<file path="config.mk">
export PLATFORM = sky130hd
export DESIGN_NAME = if_gain_control_loop
export DESIGN_NICKNAME = d
export VERILOG_FILES = /design/src/logic/gain_loop_pkg.sv /design/src/logic/sigma_delta_mod.sv /design/src/logic/if_gain_control_loop.sv
export SDC_FILE = /design/constraint.sdc
export NUM_CORES = 1
export LEC_CHECK = 0
export BUFFER_PORTS_ARGS = -buffer_cell sky130_fd_sc_hd__buf_2
export CAP_MARGIN = 40
export CORE_UTILIZATION = 45
export DETAILED_ROUTE_END_ITERATION = 16
export PLACE_DENSITY = 0.61
export SETUP_SLACK_MARGIN = 0.4
export SYNTH_ARGS = -nofsm -noshare
export SYNTH_HDL_FRONTEND = slang
export SYNTH_SLANG_ARGS = --single-unit
</file>
<file path="constraint.sdc">
create_clock -name clk_i -period 9.23 [get_ports clk_i]
set_input_delay 1.846 -clock clk_i [delete_from_list [all_inputs] [get_ports clk_i]]
set_output_delay 1.846 -clock clk_i [all_outputs]
set_load 0.005 [all_outputs]
</file>
<file path="src/logic/gain_loop_pkg.sv">
// package: register map, field layout, reset values and types of the if gain loop
package gain_loop_pkg;

   // register byte offsets, one aligned word each
   localparam logic [7:0] OFS_CTRL      = 8'h00;
   localparam logic [7:0] OFS_TARGET    = 8'h04;
   localparam logic [7:0] OFS_LOCK_THR  = 8'h08;
   localparam logic [7:0] OFS_LOCK_LEN  = 8'h0c;
   localparam logic [7:0] OFS_BANDWIDTH = 8'h10;
   localparam logic [7:0] OFS_STATUS    = 8'h14;
   localparam logic [7:0] OFS_IRQ_STAT  = 8'h18;
   localparam logic [7:0] OFS_IRQ_MASK  = 8'h1c;

   // control register field positions
   localparam int CTRL_SLOPE_PRI_BIT = 0;
   localparam int CTRL_SLOPE_SEC_BIT = 1;
   localparam int CTRL_SEC_EN_BIT    = 2;

   // bandwidth register field positions
   localparam int BW_WIDE_LSB   = 0;
   localparam int BW_NARROW_LSB = 4;

   // status register field positions
   localparam int STAT_LOCK_BIT  = 0;
   localparam int STAT_TRACK_BIT = 1;
   localparam int STAT_CTRL_LSB  = 16;

   // interrupt bit positions
   localparam int IRQ_LOCK_GAINED = 0;
   localparam int IRQ_LOCK_LOST   = 1;

   // reset values
   localparam logic [2:0]  CTRL_RST      = 3'h0;
   localparam logic [9:0]  TARGET_RST    = 10'h0c0;
   localparam logic [11:0] LOCK_THR_RST  = 12'h010;
   localparam logic [15:0] LOCK_LEN_RST  = 16'h0100;
   localparam logic [3:0]  BW_WIDE_RST   = 4'h6;
   localparam logic [3:0]  BW_NARROW_RST = 4'h2;
   localparam logic [1:0]  IRQ_MASK_RST  = 2'h0;

   // smoothing shift of the lock detector error average
   localparam int ERR_AVG_SHIFT = 3;

   // software configuration carried as one group
   typedef struct packed {
      logic sec_en;
      logic slope_sec;
      logic slope_pri;
   } loop_cfg_t;

   // loop status carried as one group
   typedef struct packed {
      logic       locked;
      logic       tracking;
      logic [9:0] ctrl;
   } loop_stat_t;

endpackage : gain_loop_pkg

</file>
<file path="src/logic/sigma_delta_mod.sv">
// first-order sigma-delta modulator turning a control word into a bit stream
`timescale 1ns/1ps
`default_nettype none

module sigma_delta_mod #(
   parameter int W = 10
) (
   // clock and reset
   input  wire logic         clk_i,
   input  wire logic         rst_i,
   // control word in, bit stream out
   input  wire logic [W-1:0] level_i,
   output logic              bit_o
);

   logic [W-1:0] phase;
   logic [W:0]   sum;

   // carry out of the phase accumulator is the output bit; its density is level/2^W
   assign sum = {1'b0, phase} + {1'b0, level_i};

   // accumulator and registered output bit
   always_ff @(posedge clk_i) begin
      if (rst_i) begin
         phase <= '0;
         bit_o <= 1'b0;
      end else begin
         phase <= sum[W-1:0];
         bit_o <= sum[W];
      end
   end

endmodule : sigma_delta_mod

`default_nettype wire

</file>
<file path="src/logic/if_gain_control_loop.sv">
// if gain control loop: error, loop filter, lock detector, sigma-delta outputs, wishbone regs
// Notes on behaviour
// - loop works on 10-bit signed samples from the on-chip converter
// - each sample: magnitude minus programmable target gives signed error
// - error is integrated by a loop filter; result is the gain control value
// - control value leaves as a one-bit sigma-delta stream
// - target is software-writable so it can be lowered below default
// - per-output slope bit inverts the control sense; software matches amplifier
// - wide loop gain for acquisition, narrow loop gain for tracking
// - loop never frozen or reset by channel changes, it keeps running
// - lock indication derived from loop, shown to sequencer and software
// - downstream acquisition enabled only while gain lock is asserted
//
// Added by the designer: the address map and register access over Wishbone.
`timescale 1ns/1ps
`default_nettype none

module if_gain_control_loop
   import gain_loop_pkg::*;
#(
   parameter int SAMPLE_W = 10,
   parameter int ACC_W    = 21
) (
   // clock and reset
   input  wire logic                clk_i,
   input  wire logic                rst_i,
   // wishbone slave
   input  wire logic                cyc_i,
   input  wire logic                stb_i,
   input  wire logic                we_i,
   input  wire logic [7:0]          adr_i,
   input  wire logic [3:0]          sel_i,
   input  wire logic [31:0]         dat_i,
   output logic [31:0]              dat_o,
   output logic                     ack_o,
   // converter samples
   input  wire logic [SAMPLE_W-1:0] sample_i,
   input  wire logic                sample_valid_i,
   // gain outputs, open drain
   output logic                     primary_gain_out_o,
   output logic                     primary_gain_out_oe_o,
   output logic                     secondary_gain_out_o,
   output logic                     secondary_gain_out_oe_o,
   // lock to sequencer and downstream stages
   output logic                     gain_locked_o,
   output logic                     acq_enable_o,
   // interrupt
   output logic                     irq_o
);

   localparam int ERR_W = SAMPLE_W + 2;

   // merge written bytes into a word under the byte enables
   function automatic logic [31:0] merge_bytes(input logic [31:0] old_v,
                                               input logic [31:0] new_v,
                                               input logic [3:0]  sel);
      logic [31:0] r;
      r = old_v;
      for (int b = 0; b < 4; b++) begin
         if (sel[b]) begin
            r[8*b +: 8] = new_v[8*b +: 8];
         end
      end
      return r;
   endfunction : merge_bytes

   // magnitude of a signed sample; the most negative code maps to 2^(W-1)
   function automatic logic [SAMPLE_W-1:0] sample_mag(input logic [SAMPLE_W-1:0] s);
      return s[SAMPLE_W-1] ? SAMPLE_W'(-s) : s;
   endfunction : sample_mag

   // magnitude of a signed error word
   function automatic logic [ERR_W-1:0] err_mag(input logic [ERR_W-1:0] e);
      return e[ERR_W-1] ? ERR_W'(-e) : e;
   endfunction : err_mag

   // ---------------- register storage ----------------
   loop_cfg_t           cfg;
   logic [SAMPLE_W-1:0] target;
   logic [11:0]         lock_thr;
   logic [15:0]         lock_len;
   logic [3:0]          bw_wide;
   logic [3:0]          bw_narrow;
   logic [1:0]          irq_stat;
   logic [1:0]          irq_mask;

   // ---------------- loop state ----------------
   logic signed [ERR_W-1:0] err;
   logic signed [ERR_W-1:0] err_avg;
   logic                    err_ok;
   logic signed [ACC_W-1:0] acc;
   logic [15:0]             run_cnt;
   logic                    locked;
   logic                    tracking;
   logic                    s1_valid;

   // ---------------- wishbone decode ----------------
   logic        req;
   logic        wr_take;
   logic [31:0] wr_word;
   logic [31:0] rd_word;
   logic        hit_ctrl;
   logic        hit_target;
   logic        hit_thr;
   logic        hit_len;
   logic        hit_bw;
   logic        hit_stat;
   logic        hit_istat;
   logic        hit_imask;

   // a write lands on the edge that raises ack, so exactly once per request
   assign req       = cyc_i & stb_i & ~ack_o;
   assign wr_take   = req & we_i;
   assign hit_ctrl   = (adr_i == OFS_CTRL);
   assign hit_target = (adr_i == OFS_TARGET);
   assign hit_thr    = (adr_i == OFS_LOCK_THR);
   assign hit_len    = (adr_i == OFS_LOCK_LEN);
   assign hit_bw     = (adr_i == OFS_BANDWIDTH);
   assign hit_stat   = (adr_i == OFS_STATUS);
   assign hit_istat  = (adr_i == OFS_IRQ_STAT);
   assign hit_imask  = (adr_i == OFS_IRQ_MASK);

   // current register image, used for byte merging and for reads
   logic [31:0] img_ctrl;
   logic [31:0] img_target;
   logic [31:0] img_thr;
   logic [31:0] img_len;
   logic [31:0] img_bw;
   logic [31:0] img_stat;
   logic [31:0] img_istat;
   logic [31:0] img_imask;

   assign img_ctrl   = {29'h0, cfg};
   assign img_target = {22'h0, target};
   assign img_thr    = {20'h0, lock_thr};
   assign img_len    = {16'h0, lock_len};
   assign img_bw     = {24'h0, bw_narrow, bw_wide};
   assign img_stat   = {6'h0, acc[ACC_W-2 -: SAMPLE_W], 14'h0, tracking, locked};
   assign img_istat  = {30'h0, irq_stat};
   assign img_imask  = {30'h0, irq_mask};

   // read mux; unmapped addresses answer with zero
   assign rd_word = hit_ctrl   ? img_ctrl   :
                    hit_target ? img_target :
                    hit_thr    ? img_thr    :
                    hit_len    ? img_len    :
                    hit_bw     ? img_bw     :
                    hit_stat   ? img_stat   :
                    hit_istat  ? img_istat  :
                    hit_imask  ? img_imask  : 32'h0;

   // write data merged with the addressed register under sel
   assign wr_word = merge_bytes(rd_word, dat_i, sel_i);

   // bus answer: ack one cycle after the request, dropped the cycle after
   always_ff @(posedge clk_i) begin
      if (rst_i) begin
         ack_o <= 1'b0;
         dat_o <= 32'h0;
      end else begin
         ack_o <= req;
         dat_o <= (req & ~we_i) ? rd_word : 32'h0;
      end
   end

   // configuration registers
   always_ff @(posedge clk_i) begin
      if (rst_i) begin
         cfg       <= CTRL_RST;
         target    <= TARGET_RST;
         lock_thr  <= LOCK_THR_RST;
         lock_len  <= LOCK_LEN_RST;
         bw_wide   <= BW_WIDE_RST;
         bw_narrow <= BW_NARROW_RST;
         irq_mask  <= IRQ_MASK_RST;
      end else if (wr_take) begin
         if (hit_ctrl)   cfg      <= loop_cfg_t'(wr_word[2:0]);
         if (hit_target) target   <= wr_word[SAMPLE_W-1:0];
         if (hit_thr)    lock_thr <= wr_word[11:0];
         if (hit_len)    lock_len <= wr_word[15:0];
         if (hit_imask)  irq_mask <= wr_word[1:0];
         if (hit_bw) begin
            bw_wide   <= wr_word[BW_WIDE_LSB +: 4];
            bw_narrow <= wr_word[BW_NARROW_LSB +: 4];
         end
      end
   end

   // ---------------- error path ----------------
   logic signed [ERR_W-1:0] next_err;
   logic signed [ERR_W:0]   avg_step;
   logic signed [ERR_W-1:0] next_err_avg;

   // magnitude minus target, both zero-extended so the sign is honest
   assign next_err = $signed({2'b00, sample_mag(sample_i)})
                   - $signed({2'b00, target});

   // leaky average of the error, what the lock detector watches
   // the difference is made signed so a negative error shifts arithmetically
   assign avg_step     = $signed({err[ERR_W-1], err} - {err_avg[ERR_W-1], err_avg})
                       >>> ERR_AVG_SHIFT;
   assign next_err_avg = ERR_W'(err_avg + avg_step[ERR_W-1:0]);

   // first stage: register the error; second: average it
   always_ff @(posedge clk_i) begin
      if (rst_i) begin
         err      <= '0;
         err_avg  <= '0;
         s1_valid <= 1'b0;
      end else begin
         s1_valid <= sample_valid_i;
         if (sample_valid_i) err <= next_err;
         if (s1_valid) err_avg <= next_err_avg;
      end
   end

   // ---------------- loop filter ----------------
   logic [3:0]              gain_shift;
   logic signed [ACC_W-1:0] err_wide;
   logic signed [ACC_W-1:0] delta;
   logic signed [ACC_W:0]   acc_sum;
   logic signed [ACC_W-1:0] next_acc;
   localparam logic signed [ACC_W-1:0] ACC_MAX = {2'b00, {(ACC_W-2){1'b1}}};

   // bandwidth follows the tracking flag
   assign gain_shift = tracking ? bw_narrow : bw_wide;
   assign err_wide   = ACC_W'(err);
   assign delta      = err_wide <<< gain_shift;
   // too large a signal gives positive error, so the gain request drops
   assign acc_sum    = {acc[ACC_W-1], acc} - {delta[ACC_W-1], delta};
   // clamp to the unsigned control range instead of wrapping round
   assign next_acc   = acc_sum[ACC_W] ? '0 :
                       (acc_sum > {1'b0, ACC_MAX}) ? ACC_MAX : acc_sum[ACC_W-1:0];

   // integrator; deliberately no freeze or clear input, it runs across retunes
   always_ff @(posedge clk_i) begin
      if (rst_i) begin
         acc <= '0;
      end else if (s1_valid) begin
         acc <= next_acc;
      end
   end

   // ---------------- lock detector ----------------
   logic run_full;
   logic lock_rise;
   logic lock_fall;

   // a sample argues for lock when the magnitude of the averaged error is below lock_thr
   assign err_ok   = (err_mag(err_avg) < lock_thr);
   assign run_full = (run_cnt >= lock_len);
   assign lock_rise = s1_valid & ~locked & err_ok & run_full;
   assign lock_fall = s1_valid & locked & ~err_ok & run_full;

   // run length of samples that argue for a change of lock state
   always_ff @(posedge clk_i) begin
      if (rst_i) begin
         run_cnt <= 16'h0;
      end else if (lock_rise | lock_fall) begin
         run_cnt <= 16'h0;
      end else if (s1_valid) begin
         if (err_ok ^ locked) begin
            run_cnt <= run_full ? run_cnt : run_cnt + 16'h1;
         end else begin
            run_cnt <= 16'h0;
         end
      end
   end

   // lock and tracking flags; a lock length of zero changes on first disagreeing sample
   always_ff @(posedge clk_i) begin
      if (rst_i) begin
         locked   <= 1'b0;
         tracking <= 1'b0;
      end else begin
         if (lock_rise) begin
            locked   <= 1'b1;
            tracking <= 1'b1;
         end else if (lock_fall) begin
            locked   <= 1'b0;
            tracking <= 1'b0;
         end
      end
   end

   // ---------------- interrupts ----------------
   logic [1:0] irq_set;
   logic [1:0] irq_clr;

   assign irq_set = {lock_fall, lock_rise};
   assign irq_clr = (wr_take & hit_istat) ? wr_word[1:0] : 2'b00;

   // sticky status; a new event beats a write-one-to-clear in the same cycle
   always_ff @(posedge clk_i) begin
      if (rst_i) begin
         irq_stat <= 2'b00;
         irq_o    <= 1'b0;
      end else begin
         irq_stat <= (irq_stat & ~irq_clr) | irq_set;
         irq_o    <= |(((irq_stat & ~irq_clr) | irq_set) & irq_mask);
      end
   end

   // ---------------- outputs ----------------
   loop_stat_t  stat;
   logic [9:0]  pri_level;
   logic [9:0]  sec_level;
   logic        pri_bit;
   logic        sec_bit;

   assign stat.locked   = locked;
   assign stat.tracking = tracking;
   assign stat.ctrl     = acc[ACC_W-2 -: SAMPLE_W];

   // slope bits flip the control sense for amplifiers with falling gain
   assign pri_level = stat.ctrl ^ {SAMPLE_W{cfg.slope_pri}};
   assign sec_level = stat.ctrl ^ {SAMPLE_W{cfg.slope_sec}};

   sigma_delta_mod #(
      .W       (SAMPLE_W)
   ) u_pri_mod (
      .clk_i   (clk_i),
      .rst_i   (rst_i),
      .level_i (pri_level),
      .bit_o   (pri_bit)
   );

   sigma_delta_mod #(
      .W       (SAMPLE_W)
   ) u_sec_mod (
      .clk_i   (clk_i),
      .rst_i   (rst_i),
      .level_i (sec_level),
      .bit_o   (sec_bit)
   );

   // open drain: pull low for a zero, release for a one (external pull-up and rc)
   assign primary_gain_out_o      = 1'b0;
   assign primary_gain_out_oe_o   = ~pri_bit;
   assign secondary_gain_out_o    = 1'b0;
   assign secondary_gain_out_oe_o = cfg.sec_en & ~sec_bit;

   // downstream stages wait for gain lock
   assign gain_locked_o = stat.locked;
   assign acq_enable_o  = stat.locked;

endmodule : if_gain_control_loop

`default_nettype wire

</file>
[Word level (Yosys, flattened, before mapping)]
Index checks and enable logic that the tools add are counted.
Storage, ports and cells
  register bits after elaboration: 171
  input bits: 60
  output and inout bits: 40
Operators by class
  add/subtract/negate cells: 9
  magnitude comparators: 3
  equality and inequality tests: 8
  shift-type cells: 1
  mux-type cells: 20
  bitwise operators: 27
  reductions and logical operators: 14
Operator list (count)
  2-to-1 mux 16 bit: 7
  2-to-1 mux 21 bit: 2
  == test 8 x 5 -> 1 bit (second input constant): 4
  2-to-1 mux 26 bit: 1
  adder 10 x 10 -> 11 bit: 2
  > comparator 22 x 19 -> 1 bit (second input constant): 1
  subtractor 21 x 21 -> 22 bit: 1
  <<< shifter 11 x 4 -> 21 bit: 1
  XOR 10 bit: 2
  adder 16 x 1 -> 16 bit (second input constant): 1
  == test 8 x 4 -> 1 bit (second input constant): 2
  >= comparator 16 bit: 1
  2-to-1 mux 8 bit: 2
  AND reduction 2 bit: 7
  subtractor 11 x 12 -> 13 bit: 1
  adder 12 bit: 1
  bitwise AND 1 bit: 12
  < comparator 12 bit: 1
  2-to-1 mux 12 bit: 1
  negation 12 bit: 1
  subtractor 10 x 10 -> 11 bit: 1
  2-to-1 mux 10 bit: 1
  negation 10 bit: 1
  OR reduction 9 bit: 1
  other kinds (15): 27

[Logic depth before layout (Yosys ltp)]
  word-level depth: 16
  depth in mapped cells: 19
  depth with buffers taken out: 17

[Modules after synthesis]
A second synthesis with hierarchy kept.
Second synthesis, totals
  cells, all modules: 1364
  area total of the unflattened synthesis: 11300.8 sq um
By module, submodules not included
  if_gain_control_loop: instances 1, cells each 1195, area each 9839.4 sq um, sequential area each 2862.7 sq um
  sigma_delta_mod (u_pri_mod): instances 1, cells each 88, area each 767.0 sq um, sequential area each 220.2 sq um
  sigma_delta_mod (u_sec_mod): instances 1, cells each 81, area each 694.4 sq um, sequential area each 220.2 sq um

[Least setup slack after synthesis]
No wires, ideal clock.
  kind: reg-to-reg
  start: register tracking
  end: register acc[10]
  setup time: 60 ps
  data arrival time: 4081 ps
  required time: 9170 ps
  setup slack: 5089 ps
  cell stages (with the launch flop): 19
  buffers on the path: 3
  period minus slack after synthesis: 4141 ps
  cells stage by stage: dfxtp_1 > buf_2 > mux2i_1 > buf_2 > mux2i_1 > mux2i_1 > mux2i_1 > nor2_1 > a21oi_1 > ha_1 > a21o_1 > a2111oi_0 > o211ai_1 > nand2_1 > o21ai_2 > xnor2_2 > a211oi_4 > buf_6 > a221o_1
On the way
  word-level cells in the longest chain between the ends: 6
Ends and longest elaborated chain
  start, declared: line if_gain_control_loop.sv:94  | logic tracking;
  start signal, assigned: line if_gain_control_loop.sv:274  | tracking <= 1'b0;
  start signal, assigned: line if_gain_control_loop.sv:278  | tracking <= 1'b1;
  start signal, assigned: line if_gain_control_loop.sv:281  | tracking <= 1'b0;
  2-to-1 mux 4 bit (*): line if_gain_control_loop.sv:226  | assign gain_shift = tracking ? bw_narrow : bw_wide;
  <<< shifter 11 x 4 -> 21 bit (*): line if_gain_control_loop.sv:228  | assign delta = err_wide <<< gain_shift;
  subtractor 21 x 21 -> 22 bit (*): line if_gain_control_loop.sv:230  | assign acc_sum = {acc[ACC_W-1], acc} - {delta[ACC_W-1], delta};
  > comparator 22 x 19 -> 1 bit: line if_gain_control_loop.sv:233  | (acc_sum > {1'b0, ACC_MAX}) ? ACC_MAX : acc_sum[ACC_W-1:0];
  2-to-1 mux 21 bit: line if_gain_control_loop.sv:233
  2-to-1 mux 21 bit (*): line if_gain_control_loop.sv:232  | assign next_acc = acc_sum[ACC_W] ? '0 :
  end signal, assigned: line if_gain_control_loop.sv:240  | acc <= next_acc;
  end, declared: line if_gain_control_loop.sv:91  | logic signed [ACC_W-1:0] acc;
Mark *: on every way between the ends. The rest lies on a longest branch, timed or not.
A chain may end at the register's enable or synchronous reset.

[Worst setup path in the final report]
  start: register tracking
  end: register acc[8]
Same word-level chain as after synthesis.

==> impl_metrics.tcl <==
set metrics [dict create \
    run_status "complete, no violations" \
    ys.warnings.count 0 \
    synthesis.area_per_instance_sq_um 8.377 \
    vdd_ir_drop_max_uv 136.5 \
    cts-resized-gates 0 \
    first_global_vias 8913 \
    static-leakage-power_nw 5.494 \
    floorplan.io_pins 100 \
    route.final.wire_length_mm 28.16 \
    cp_cell_sequence "mux2i_2 > buf_6 > mux2i_1 > mux2i_1 > mux2i_1 > nor2_1 > a21oi_1 > ha_1 > a21o_1 > a2111oi_0 > o211ai_1 > nand2_1 > o21ai_2 > xnor2_2 > a211oi_4 > buf_6 > a221o_1" \
    timing.final.crit_share 0.5130 \
    first_iter_violations 735 \
    global_route.usage.total 0.2238 \
    timing.final.max_slew_violations 0 \
    required_ns 9.61 \
    drt_pass1_iterations 5 \
    via_per_inst 5.537 \
    post-route-min-period_ns 4.735 \
    cts_inserted_buffers 17 \
    clock_insertion_delay_worst_skew_ns 0.43 \
    power_per_cell_area_nw_per_um2 263.3 \
    timing.hold.ws_ns 0.4659 \
    antenna_violations_before_repair 0 \
    cts-root-buf "sky130_fd_sc_hd__clkbuf_16" \
    drtAntennaViolNets 0 \
    layout.cells.most_common "sky130_fd_sc_hd__dfxtp_1" \
    cell_with_the_biggest_individual_delay_on_the_critical_path "sky130_fd_sc_hd__dfxtp_1" \
    cp_max_fo 12 \
    vias 9613 \
    cts-hold-fix-buffers 0 \
    timing.final.hold_violations 0 \
    worst_setup_path_start_kind "flip-flop" \
    setup_repair_after_global_routing_missed_its_margin "false" \
    post-cts-setup-buffers 0 \
    timing.setup.tns_ns 0 \
    synth_seq_cells 165 \
    grt_pass1_wl_mm 46.44 \
    synth-edff-count 0 \
    wl_per_cell_microns 16.22 \
    core.rowCount 57 \
    flow.area_growth_from_synthesis_pct 10.88 \
    grt_start_max_net_pins 80 \
    die-width_microns 160.3 \
    clock_tree_from_tritoncts "done" \
    floorplan.core_area_sq_um 24460 \
    cell_seen_most_often_among_critical_path_stages "sky130_fd_sc_hd__mux2i_1" \
    detailedPlacementHpwl_mm 21.23 \
    setup_violations 0 \
    final_cells 1736 \
    timing.critical_path.slowest_cell_delay_ns 0.73 \
    category_of_the_critical_setup_timing_path "flip-flop to flip-flop" \
    drc 0 \
    total_gr_overflow 0 \
    arrival_ns 5.12 \
    most_used_cells_in_the_layout_excluding_fill_and_tap_cells "sky130_fd_sc_hd__dfxtp_1, sky130_fd_sc_hd__nand2_1, sky130_fd_sc_hd__nor2_1" \
    layout.filler_cells 2388 \
    syn-instance-count 1347 \
    port-buffer-count 73 \
    synth_sequential_area_ratio 0.2927 \
    antenna_cells_inserted 0 \
    critical_path.n_buffers_inverters 2 \
    worstMarginPinSlew_ns 0.8800 \
    clock-skew-final_ns 0.01823 \
    post-place-cells 1704 \
    hold_class "flip-flop to flip-flop" \
    final_layout_size_suffix_gt1_frac 0.1232 \
    tritoncts_num_sinks 165 \
    cap_viol_max_count 0 \
    critPathTopFamily "compound AO/OA/AOI/OAI gates" \
    net_total_in_the_final_layout 1569 \
    die_y_microns 160.3 \
    syn-cell-area_sq_um 11280 \
    worstSetupEndpointType "flip-flop" \
    cts-root-to-sink-buffers 2 \
    final_gp_congestion 0.8873 \
    relSlewSlack 0.4134 \
    dominantRegCellSynth "sky130_fd_sc_hd__dfxtp_1" \
    synth_async_sr_flop_share 0 \
    maxClockFrequency_mhz 211.2 \
    ys_types 94 \
    cts.reportedPaths.clkPinSlew_ns 0.08 \
    floorplan.die_area_sq_um 25710 \
    htreeDepth 4 \
    start_util 0.4613 \
]
## through the flow
stage	setup WS, ns	utilization	total power [mW]	instance area (sq um)
2_1_floorplan	5.089	-	2.276	11310
3_3_place_gp	3.980	0.4856	2.549	11880
3_5_place_dp	4.520	0.4874	2.582	11920
4_1_cts	4.483	0.5114	3.304	12510
5_1_grt	4.131	0.5114	3.563	12510
6_report	4.495	0.5114	3.294	12510
## path summary, 6_finish.rpt
| check | start | end | slack, ns | cells past startpoint |
|---|---|---|---|---|
| max reg2reg | tracking | acc[8] | 4.50 | 17 |
| max | tracking | acc[8] | 4.50 | 17 |
| min reg2reg | lock_len[2] | lock_len[2] | 0.47 | 2 |
| min | lock_len[2] | lock_len[2] | 0.47 | 2 |
## area by class of cell
class	count	area [sq um]	area share
clock buffers	17	425.4	0.03400
clock inverters	15	161.4	0.01290
inverters	85	319.1	0.02550
multi-input cells	1046	7431	0.5940
flip-flops and latches	165	3303	0.2640
well taps	324	405.4	0.03240
repair buffers	84	465.4	0.03720
## logic make-up after synthesis
logic type      after synthesis  share of synthesized area
mux                          65                    0.06110
buf+inv                     143                    0.05190
fa+ha+maj                   110                     0.1253
simple gates                425                     0.1798
other cells                   1                  0.0003323
xor+xnor                     90                    0.07053
compound gates              348                     0.2183
flops                       165                     0.2927
## worst min-delay path, cell delays in order, from the launching register on
cell and delay (ns):
sky130_fd_sc_hd__dfxtp_1 0.32, sky130_fd_sc_hd__nand2_1 0.05, sky130_fd_sc_hd__a21oi_1 0.05
## metal layers
layer | vias up | wire length [microns] | track usage | part of all wire
met5 | - | 0 | 0 | 0
met4 | 0 | 357 | 0.05801 | 0.013
met3 | 24 | 1371 | 0.03177 | 0.049
met2 | 219 | 12140 | 0.3441 | 0.43
met1 | 4470 | 14300 | 0.3261 | 0.51
li1 | 4900 | - | - | -
## sequential cells by signal, indices dropped and copies added (netlist names), 2 cells and up
name and count:
lock_len 16, u_sec_mod.phase 10, err 11, acc 21
lock_thr 12, bw_wide 4, cfg 3, u_pri_mod.phase 10
run_cnt 16, irq_mask 2, irq_stat 2, err_avg 12
bw_narrow 4, dat_o 26, target 10
## Yosys cell counts (13+ instances only)
cell	n	area, sq um
sky130_fd_sc_hd__dfxtp_1	165	3303
sky130_fd_sc_hd__nand2_1	138	518.0
sky130_fd_sc_hd__nor2_1	120	450.4
sky130_fd_sc_hd__ha_1	105	1314
sky130_fd_sc_hd__a21oi_1	95	475.5
sky130_fd_sc_hd__inv_1	83	311.6
sky130_fd_sc_hd__xnor2_1	57	499.2
sky130_fd_sc_hd__mux2i_1	55	550.5
sky130_fd_sc_hd__o21ai_0	49	245.2
sky130_fd_sc_hd__a21o_1	36	270.3
sky130_fd_sc_hd__clkbuf_1	33	123.9
sky130_fd_sc_hd__xor2_1	32	280.3
sky130_fd_sc_hd__and2_1	29	181.4
sky130_fd_sc_hd__nand3_1	26	130.1
sky130_fd_sc_hd__nor3_1	23	115.1
sky130_fd_sc_hd__a211oi_1	18	135.1
sky130_fd_sc_hd__a22oi_1	15	112.6
sky130_fd_sc_hd__nor2b_1	14	87.58
sky130_fd_sc_hd__nand2b_1	13	81.33
## power breakdown
| group | switching (mW) | internal (mW) | total (mW) |
|---|---|---|---|
| registers | 0.0974 | 0.801 | 0.899 |
| clock network | 0.343 | 0.364 | 0.707 |
| logic | 0.945 | 0.743 | 1.69 |
(Power assumes the default switching activity.)
